**src/hw/dtb_pkg.sv**
```systemverilog
package dtb_pkg;

   // ----------------------------------------------------------------
   // Line widths
   // ----------------------------------------------------------------
   localparam int AD_W  = 32;   // Address / data lines
   localparam int CL_W  = 4;    // Control lines
   localparam int ID_W  = 5;    // Identification lines
   localparam int WA_W  = 30;   // Word address A31-A02
   localparam int AE_W  = 6;    // Address extension AE5-AE0
   localparam int RS_W  = 5;    // Register select RS4-RS0

   // ----------------------------------------------------------------
   // Address-phase control line codes (CL3..CL0)
   // ----------------------------------------------------------------
   localparam logic [1:0] CLHI_TR_A64  = 2'h0;   // CL3:CL2 for transparent 64-bit
   localparam logic [1:0] CLHI_TR_VME  = 2'h3;   // CL3:CL2 for transparent backplane
   localparam logic [3:0] CL_TR_BLA    = 4'h4;   // Transparent byte lane
   localparam logic [3:0] CL_RSVD_5    = 4'h5;   // Reserved
   localparam logic [3:0] CL_RSVD_6    = 4'h6;   // Reserved
   localparam logic [3:0] CL_IACK      = 4'h7;   // Interrupt acknowledge
   localparam logic [3:0] CL_DIR_C     = 4'h8;   // Direct compelled
   localparam logic [3:0] CL_DIR_NC1   = 4'h9;   // Direct non-compelled one
   localparam logic [3:0] CL_DIR_NC2   = 4'hA;   // Direct non-compelled two
   localparam logic [3:0] CL_RSVD_B    = 4'hB;   // Reserved

   // ----------------------------------------------------------------
   // Data-phase field positions
   // ----------------------------------------------------------------
   localparam int CL_BLT_BIT   = 3;   // Block transfer flag
   localparam int CL_WR_BIT    = 2;   // Write direction flag
   localparam int CL_DSEL_HI   = 1;   // Data select, upper bit
   localparam int ID_RSVD_BIT  = 4;   // Reserved ID line in transparent cycles

   // ----------------------------------------------------------------
   // Reset values and special numbers
   // ----------------------------------------------------------------
   localparam logic [4:0]  DN_BCAST     = 5'h00;   // Broadcast / broadcall number
   localparam logic [29:0] WA_RST       = 30'h0000_0000;
   localparam logic [5:0]  AE_RST       = 6'h00;
   localparam logic [4:0]  ID_RST       = 5'h00;

   // Decoded cycle types
   typedef enum logic [2:0]
   {
      CYC_TR_A64  = 3'h0,
      CYC_TR_BLA  = 3'h1,
      CYC_IACK    = 3'h2,
      CYC_DIR_C   = 3'h3,
      CYC_DIR_NC1 = 3'h4,
      CYC_DIR_NC2 = 3'h5,
      CYC_TR_VME  = 3'h6,
      CYC_RSVD    = 3'h7
   } cyc_t;

endpackage

```
**src/hw/dtb_if.sv**
```systemverilog
// ----------------------------------------------------------------
// Information lines of the data transfer bus, with phase strobes
// ----------------------------------------------------------------
interface dtb_if;
   logic [31:0] ad;         // Address / data lines
   logic [3:0]  cl;         // Control lines
   logic [4:0]  id;         // Identification lines
   logic        ap_stb;     // Lines hold an address phase this cycle
   logic        dp_stb;     // Lines hold a data transfer this cycle
   logic        cyc_end;    // Current cycle ends this cycle

   // Master end drives the lines
   modport master
   (
      output ad, cl, id, ap_stb, dp_stb, cyc_end
   );

   // Slave end only samples them
   modport slave
   (
      input  ad, cl, id, ap_stb, dp_stb, cyc_end
   );
endinterface

```
**src/hw/dtb_slave_decoder.sv**
```systemverilog
module dtb_slave_decoder
(
   // Clock and reset
   input  wire logic              core_clk,
   input  wire logic              arst_n,
   // Configuration
   input  wire logic [4:0]        dn_switch,
   input  wire logic              bcast_en,
   input  wire logic              map_en,
   input  wire logic [7:0]        map_base,
   // Bus side
   dtb_if.slave                   bus,
   // Address-phase results
   output logic                   ap_done,
   output dtb_pkg::cyc_t          cyc_type,
   output logic [4:0]             num,
   output logic                   sel_single,
   output logic                   sel_bcast,
   output logic                   selected,
   output logic [29:0]            word_addr,
   // Data-phase results
   output logic                   dp_done,
   output logic [5:0]             ae,
   output logic [4:0]             rs,
   output logic                   blt,
   output logic                   write,
   output logic [1:0]             dsel,
   // Front panel
   output logic [4:0]             dn_shown
);

   // ----------------------------------------------------------------
   // State and registers
   // ----------------------------------------------------------------
   typedef enum logic [1:0]
   {
      S_IDLE = 2'b00,   // Waiting for an address phase
      S_SEL  = 2'b01,   // Selected, decoding data transfers
      S_SKIP = 2'b10    // Not selected, waiting for cycle end
   } slv_t;

   slv_t          st_ff,     nxt_st;       // Cycle tracker
   dtb_pkg::cyc_t typ_ff,    nxt_typ;      // Decoded cycle type
   logic [4:0]    num_ff,    nxt_num;      // Device or interrupter number
   logic          single_ff, nxt_single;   // Individually selected
   logic          bcast_ff,  nxt_bcast;    // Selected by number zero
   logic [29:0]   wa_ff,     nxt_wa;       // Word address
   logic [5:0]    ae_ff,     nxt_ae;       // Full extension field
   logic [4:0]    rs_ff,     nxt_rs;       // Register select
   logic          blt_ff,    nxt_blt;
   logic          wr_ff,     nxt_wr;
   logic [1:0]    dsel_ff,   nxt_dsel;
   logic          apd_ff,    nxt_apd;      // Address phase taken pulse
   logic          dpd_ff,    nxt_dpd;      // Data transfer taken pulse
   logic [4:0]    dn_ff,     nxt_dn;       // Number in use, sampled from switches
   dtb_pkg::cyc_t typ_dec;                 // Type decoded from live lines
   logic          bc_able;                 // Type may be broadcast
   logic          is_direct;               // Captured cycle type is direct

   assign ap_done    = apd_ff;
   assign dp_done    = dpd_ff;
   assign cyc_type   = typ_ff;
   assign num        = num_ff;
   assign sel_single = single_ff;
   assign sel_bcast  = bcast_ff;
   assign selected   = single_ff | bcast_ff;
   assign word_addr  = wa_ff;
   assign ae         = ae_ff;
   assign rs         = rs_ff;
   assign blt        = blt_ff;
   assign write      = wr_ff;
   assign dsel       = dsel_ff;
   assign dn_shown   = dn_ff;

   // ----------------------------------------------------------------
   // Cycle type decode
   // ----------------------------------------------------------------
   // The upper pair alone names the two wide transparent types, so
   // those are tested first; the lower pair is then address data.
   always_comb
   begin
      if (bus.cl[3:2] == dtb_pkg::CLHI_TR_A64)
      begin
         typ_dec = dtb_pkg::CYC_TR_A64;
      end
      else if (bus.cl[3:2] == dtb_pkg::CLHI_TR_VME)
      begin
         typ_dec = dtb_pkg::CYC_TR_VME;
      end
      else
      begin
         case (bus.cl)
            dtb_pkg::CL_TR_BLA:  typ_dec = dtb_pkg::CYC_TR_BLA;
            dtb_pkg::CL_IACK:    typ_dec = dtb_pkg::CYC_IACK;
            dtb_pkg::CL_DIR_C:   typ_dec = dtb_pkg::CYC_DIR_C;
            dtb_pkg::CL_DIR_NC1: typ_dec = dtb_pkg::CYC_DIR_NC1;
            dtb_pkg::CL_DIR_NC2: typ_dec = dtb_pkg::CYC_DIR_NC2;
            default:             typ_dec = dtb_pkg::CYC_RSVD;
         endcase
      end
      // Second non-compelled type cannot reach several slaves at once
      bc_able = (typ_dec != dtb_pkg::CYC_DIR_NC2) && (typ_dec != dtb_pkg::CYC_IACK) &&
                (typ_dec != dtb_pkg::CYC_RSVD);
      is_direct = (typ_ff == dtb_pkg::CYC_DIR_C) || (typ_ff == dtb_pkg::CYC_DIR_NC1) ||
                  (typ_ff == dtb_pkg::CYC_DIR_NC2);
   end

   // ----------------------------------------------------------------
   // Phase tracker and field capture
   // ----------------------------------------------------------------
   always_comb
   begin
      nxt_st     = st_ff;
      nxt_typ    = typ_ff;
      nxt_num    = num_ff;
      nxt_single = single_ff;
      nxt_bcast  = bcast_ff;
      nxt_wa     = wa_ff;
      nxt_ae     = ae_ff;
      nxt_rs     = rs_ff;
      nxt_blt    = blt_ff;
      nxt_wr     = wr_ff;
      nxt_dsel   = dsel_ff;
      nxt_apd    = 1'b0;
      nxt_dpd    = 1'b0;
      // Switches are only taken between cycles, so a change never
      // splits one cycle across two numbers.
      nxt_dn     = (st_ff == S_IDLE) ? dn_switch : dn_ff;
      case (st_ff)
         S_IDLE:
         begin
            if (bus.ap_stb)
            begin
               nxt_typ = typ_dec;
               nxt_num = bus.id;
               nxt_apd = 1'b1;
               // Optional block remap of the top address bits
               nxt_wa  = bus.ad[31:2];
               if (map_en)
               begin
                  nxt_wa[29:22] = map_base;
               end
               // Upper extension bits only exist on the wide types
               nxt_ae  = ((typ_dec == dtb_pkg::CYC_TR_A64) || (typ_dec == dtb_pkg::CYC_TR_VME)) ?
                         {bus.cl[1:0], 4'h0} : dtb_pkg::AE_RST;
               // Acknowledge carries an interrupter number, never a selection
               nxt_single = (typ_dec != dtb_pkg::CYC_IACK) && (typ_dec != dtb_pkg::CYC_RSVD) &&
                            (bus.id != dtb_pkg::DN_BCAST) && (bus.id == dn_ff);
               nxt_bcast  = (bus.id == dtb_pkg::DN_BCAST) && bc_able && bcast_en;
               if (bus.cyc_end)
               begin
                  nxt_st = S_IDLE;
               end
               else if (nxt_single || nxt_bcast)
               begin
                  nxt_st = S_SEL;
               end
               else
               begin
                  nxt_st = S_SKIP;
               end
            end
         end
         S_SEL:
         begin
            if (bus.dp_stb)
            begin
               nxt_dpd  = 1'b1;
               nxt_blt  = (typ_ff == dtb_pkg::CYC_IACK) ? 1'b0 : bus.cl[dtb_pkg::CL_BLT_BIT];
               nxt_dsel = bus.cl[dtb_pkg::CL_DSEL_HI:0];
               case (typ_ff)
                  dtb_pkg::CYC_DIR_NC1: nxt_wr = 1'b1;
                  dtb_pkg::CYC_IACK:    nxt_wr = 1'b0;
                  default:              nxt_wr = bus.cl[dtb_pkg::CL_WR_BIT];
               endcase
               if (is_direct)
               begin
                  nxt_rs = bus.id;
               end
               else if (typ_ff != dtb_pkg::CYC_IACK)
               begin
                  // ID4 is ignored whatever it holds
                  nxt_ae = {ae_ff[5:4], bus.id[3:0]};
               end
            end
            if (bus.cyc_end)
            begin
               nxt_st     = S_IDLE;
               nxt_single = 1'b0;
               nxt_bcast  = 1'b0;
            end
         end
         S_SKIP:
         begin
            // Spied traffic is not decoded further
            if (bus.cyc_end)
            begin
               nxt_st = S_IDLE;
            end
         end
         default:
         begin
            nxt_st = S_IDLE;
         end
      endcase
   end

   // Register stage only
   always_ff @(posedge core_clk or negedge arst_n)
   begin
      if (!arst_n)
      begin
         st_ff     <= S_IDLE;
         typ_ff    <= dtb_pkg::CYC_RSVD;
         num_ff    <= dtb_pkg::ID_RST;
         single_ff <= 1'b0;
         bcast_ff  <= 1'b0;
         wa_ff     <= dtb_pkg::WA_RST;
         ae_ff     <= dtb_pkg::AE_RST;
         rs_ff     <= dtb_pkg::ID_RST;
         blt_ff    <= 1'b0;
         wr_ff     <= 1'b0;
         dsel_ff   <= 2'h0;
         apd_ff    <= 1'b0;
         dpd_ff    <= 1'b0;
         dn_ff     <= dtb_pkg::ID_RST;
      end
      else
      begin
         st_ff     <= nxt_st;
         typ_ff    <= nxt_typ;
         num_ff    <= nxt_num;
         single_ff <= nxt_single;
         bcast_ff  <= nxt_bcast;
         wa_ff     <= nxt_wa;
         ae_ff     <= nxt_ae;
         rs_ff     <= nxt_rs;
         blt_ff    <= nxt_blt;
         wr_ff     <= nxt_wr;
         dsel_ff   <= nxt_dsel;
         apd_ff    <= nxt_apd;
         dpd_ff    <= nxt_dpd;
         dn_ff     <= nxt_dn;
      end
   end

endmodule

```
**src/flat_wrapper.sv**
```systemverilog
// flat-port wrapper written by rule: the top's interface ports become plain ports
module dtb_slave_decoder_flat 
  (core_clk, arst_n, dn_switch, bcast_en, map_en, map_base, ap_done, cyc_type, num, sel_single, sel_bcast, selected, word_addr, dp_done, ae, rs, blt, write, dsel, dn_shown, bus_ad, bus_cl, bus_id, bus_ap_stb, bus_dp_stb, bus_cyc_end);
  dtb_if bus_i ();
  input  wire logic core_clk;
  input  wire logic arst_n;
  input  wire logic [4:0] dn_switch;
  input  wire logic bcast_en;
  input  wire logic map_en;
  input  wire logic [7:0] map_base;
  output logic ap_done;
  output dtb_pkg::cyc_t cyc_type;
  output logic [4:0] num;
  output logic sel_single;
  output logic sel_bcast;
  output logic selected;
  output logic [29:0] word_addr;
  output logic dp_done;
  output logic [5:0] ae;
  output logic [4:0] rs;
  output logic blt;
  output logic write;
  output logic [1:0] dsel;
  output logic [4:0] dn_shown;
  input wire logic [$bits(bus_i.ad)-1:0] bus_ad;
  input wire logic [$bits(bus_i.cl)-1:0] bus_cl;
  input wire logic [$bits(bus_i.id)-1:0] bus_id;
  input wire logic [$bits(bus_i.ap_stb)-1:0] bus_ap_stb;
  input wire logic [$bits(bus_i.dp_stb)-1:0] bus_dp_stb;
  input wire logic [$bits(bus_i.cyc_end)-1:0] bus_cyc_end;
  assign bus_i.ad = bus_ad;
  assign bus_i.cl = bus_cl;
  assign bus_i.id = bus_id;
  assign bus_i.ap_stb = bus_ap_stb;
  assign bus_i.dp_stb = bus_dp_stb;
  assign bus_i.cyc_end = bus_cyc_end;
  dtb_slave_decoder u_core (.core_clk(core_clk), .arst_n(arst_n), .dn_switch(dn_switch), .bcast_en(bcast_en), .map_en(map_en), .map_base(map_base), .bus(bus_i), .ap_done(ap_done), .cyc_type(cyc_type), .num(num), .sel_single(sel_single), .sel_bcast(sel_bcast), .selected(selected), .word_addr(word_addr), .dp_done(dp_done), .ae(ae), .rs(rs), .blt(blt), .write(write), .dsel(dsel), .dn_shown(dn_shown));
endmodule
```
**config.mk**
```make
export PLATFORM = sky130hd
export DESIGN_NAME = dtb_slave_decoder_flat
export DESIGN_NICKNAME = d
export VERILOG_FILES = /design/src/hw/dtb_pkg.sv /design/src/hw/dtb_if.sv /design/src/hw/dtb_slave_decoder.sv /design/src/flat_wrapper.sv
export SDC_FILE = /design/constraint.sdc
export NUM_CORES = 1
export LEC_CHECK = 0
export BUFFER_PORTS_ARGS = -buffer_cell sky130_fd_sc_hd__buf_4
export CAP_MARGIN = 20
export CORE_MARGIN = 2
export CORE_UTILIZATION = 30
export DETAILED_ROUTE_END_ITERATION = 8
export PLACE_DENSITY = 0.51
export SYNTH_ARGS = -nofsm -noshare
export SYNTH_HDL_FRONTEND = slang
export SYNTH_SLANG_ARGS = --single-unit
```
**constraint.sdc**
```tcl
create_clock -name core_clk -period 3.1 [get_ports core_clk]
set_clock_uncertainty 0.15 [all_clocks]
set_input_delay 0.155 -clock core_clk [delete_from_list [all_inputs] [get_ports core_clk]]
set_output_delay 0.155 -clock core_clk [all_outputs]
set_load 0.01 [all_outputs]
```
==> results.yml <==
synthesis:
  synth-main-ff-cell: "dfrtp_1"
  ys_seq_elements: 64
  synth_cells: 231
  syn_area_um2: 2820
  yosysTopAreaCell: "dfrtp_1"
  synthesis.nets: 295
  synth_area_leaders: "dfrtp_1 54%, mux2_2 16%, o21ai_0 3.7%"
  async_flop_share_pct: 100
  synth_edf_count: 0
  yosys.area.top_type_share_pct: 54.2
  synth_warnings: 0
  syn_avg_cell_area_um2: 12.2
  yosysUniqueCellTypes: 39
  synth-seq-area-share_pct: 57.0
setup_path:
  path_class: "reg -> reg"
  end_kind: "flip-flop"
  crit_slowest_cell: "dlygate4sd3_1"
  crit_chain: "inv_1 -> ha_1 -> nand2_1 -> buf_4 -> nor3_1 -> nand3_1 -> o211ai_1 -> dlygate4sd3_1"
  cp_num_buf_inv: 3
  start_kind: "flip-flop"
  critPathArrivalTime_ns: 2.69
  cp_max_fo: 13
  required_ns: 3.22
  path_delay_family: "buffers and inverters"
  cpPeakStageDelay_ns: 0.57
power:
  power_switching_mw: 1.12
  p_seq_share_pct: 39.1
  vdd_drop_max_mv: 0.388
  p_per_area_nw_per_um2: 740
  p_comb_share_pct: 40.0
  power.share.clock_pct: 20.8
  intPower_mw: 2.29
  netSwitchingFraction_pct: 32.9
  p_leak_nw: 2.20
sta:
  slew_headroom_pct: 45.2
  layout_min_cycle_time_ns: 2.57
  finalMaxSlewViolations: 0
  hold_viol_final: 0
  tightest_slew_ns: 0.823
  max_freq_mhz: 390
  setup-tns-final_ns: 0
  finalSetupViolations: 0
  timing.final.crit_share_pct: 82.8
  grt_setup_unrepaired: "no"
drt:
  routedWlPerCell_um: 14.2
  viasPerCell: 4.59
  drt_iter0_markers: 45
  drc: 0
  first_pass_iters: 4
  drt-total-wl_mm: 7.48
  vias: 2423
  ant_nets: 0
finish:
  drive_gt1_share_pct: 44.1
  syn_to_final_growth_pct: 63.4
  final_nets: 476
  layout.cells.non_filler: 528
  n_antenna_cell: 0
place:
  place.gp.congestion: 0.745
  dpl.cell_count: 456
  dp_hpwl_mm: 5.09
  port_buffers: 121
clock_tree:
  clock-sinks: 64
  cts_setup_buffers: 0
  cts.reportedPaths.clkPinSlew_ns: 0.07
  htree_levels: 3
  cts_tree: "done"
  cts_made_buffers: 9
  clock_tree.buffer_depth: 2
  cts-resized-gates: 0
  root_buffer: "clkbuf_8"
  cts_hold_buffers: 56
  clkLatencyLatePin_ns: 0.33
min_path:
  hold_class: "in -> reg"
floorplan:
  core_area_um2: 9150
  die_x_um: 101
  initial_core_util_pct: 30.8
  die_h_um: 101
  core.rowCount: 35
  dieArea_um2: 10200
  ioPinCount: 124
outcome:
  outcome: "complete, no violations"
grt:
  grt_pass1_vias: 2421
  track_usage_pct: 15.4
  antenna_found_initial: 0
  grt_max_degree: 65
  grt_pass1_wl_mm: 12.3
  overflow: 0
run:
  cap_viol_max_count: 0
layer usage:
layer	global-route usage (%)	vias up	part of all wire, %	wire (µm)
met5	0	-	0	0
met4	6.34	0	2.1	156
met3	3.81	12	5.0	373
met2	24.1	70	48	3590
met1	20.6	1158	45	3360
li1	-	1183	-	-
worst register-to-register path, cell delays in order (launching register included):
cell           delay (ns)
dfrtp_1              0.40
inv_1                0.09
ha_1                 0.44
nand2_1              0.16
buf_4                0.23
nor3_1               0.22
nand3_1              0.10
o211ai_1             0.16
dlygate4sd3_1        0.57
kinds of logic (layout without fill, tap and decap cells):
| family | after synthesis | in the layout | synth area share (%) |
|---|---|---|---|
| flops | 64 | 64 | 57.0 |
| simple gates | 57 | 57 | 10.6 |
| mux | 48 | 48 | 18.8 |
| compound gates | 39 | 39 | 8.48 |
| buf+inv | 14 | 200 | 1.95 |
| xor+xnor | 6 | 6 | 1.87 |
| fa+ha+maj | 3 | 3 | 1.33 |
power by group through the flow:
stage / logic (mW) / clock network, mW / registers (mW)
2_1_floorplan: 0.517 / 0 / 1.46
3_3_place_gp: 1.31 / 0 / 1.34
3_5_place_dp: 1.32 / 0 / 1.35
4_1_cts: 1.38 / 0.738 / 1.34
5_1_grt: 1.50 / 0.783 / 1.38
6_report: 1.36 / 0.710 / 1.33
cell usage in the layout, fill, tap and decap left out, types with 3 or more instances in the layout:
master and count:
nand2b_1 3, nor2_1 4, dlygate4sd3_1 56, mux2_2 39, inv_1 4, dfrtp_1 61, a22o_1 4, o31ai_1 3
or3_1 3, nand3_1 4, a21oi_1 5, o21ai_0 21, mux2i_1 9, clkbuf_8 9, ha_1 3, nor2b_1 5
buf_4 124, dfstp_2 3, xor2_1 5, nand2_1 23
layout make-up:
| cell class | instances | area, µm² |
|---|---|---|
| Sequential cell | 64 | 1610 |
| Tap cell | 111 | 139 |
| Fill cell | 833 | 4550 |
| Clock inverter | 7 | 72.6 |
| Multi-Input combinational cell | 153 | 1160 |
| Inverter | 4 | 15.0 |
| Timing Repair Buffer | 180 | 1490 |
| Clock buffer | 9 | 124 |
stage by stage:
| step | hold WS (ns) | util [%] | area (µm²) | power [mW] | setup WS [ns] |
|---|---|---|---|---|---|
| 6_report | 0.0208 | 50.3 | 4600 | 3.41 | 0.534 |
| 5_1_grt | 0.0302 | 50.3 | 4600 | 3.66 | 0.284 |
| 4_1_cts | 0.00372 | 50.3 | 4600 | 3.46 | 0.504 |
| 3_5_place_dp | 0.163 | 42.0 | 3850 | 2.67 | 0.764 |
| 3_3_place_gp | 0.166 | 42.0 | 3850 | 2.65 | 0.770 |
| 2_1_floorplan | -0.291 | - | 2820 | 1.98 | 1.27 |
state kept, by name, indices dropped and copies added (netlist names), 2 cells and up:
register	count
u_core.st_ff	2
u_core.cyc_type	3
u_core.dn_shown	5
u_core.dsel	2
u_core.word_addr	30
u_core.rs	5
u_core.ae	6
u_core.num	5
synth_stat cells, types with 2 or more instances:
cell,n
mux2_2,39
nand3_1,4
a21oi_1,5
o31ai_1,3
nand3b_1,2
nand2_1,23
ha_1,3
dfstp_2,3
inv_1,4
nand2b_1,3
nor2b_1,5
a22o_1,4
clkbuf_1,7
dfrtp_1,61
xor2_1,5
nor3_1,2
o21ai_0,21
buf_2,2
a22oi_1,2
mux2i_1,9
or3_1,3
nor2_1,4
final timing paths:
kind | startpoint | end | slack (ns) | cells after the start
hold reg to reg | u_core.word_addr[29] | u_core.word_addr[29] | 0.33 | 2
setup / recovery | u_core.st_ff[0] | u_core.st_ff[0] | 0.53 | 8
setup reg to reg | u_core.st_ff[0] | u_core.st_ff[0] | 0.53 | 8
max in group asynchronous | arst_n | u_core.ae[2] | 1.95 | 2
min in group asynchronous | arst_n | u_core.word_addr[21] | 0.30 | 2
hold / removal | bus_cl[2] | u_core.cyc_type[2] | 0.02 | 3
(Power assumes the default switching activity.)
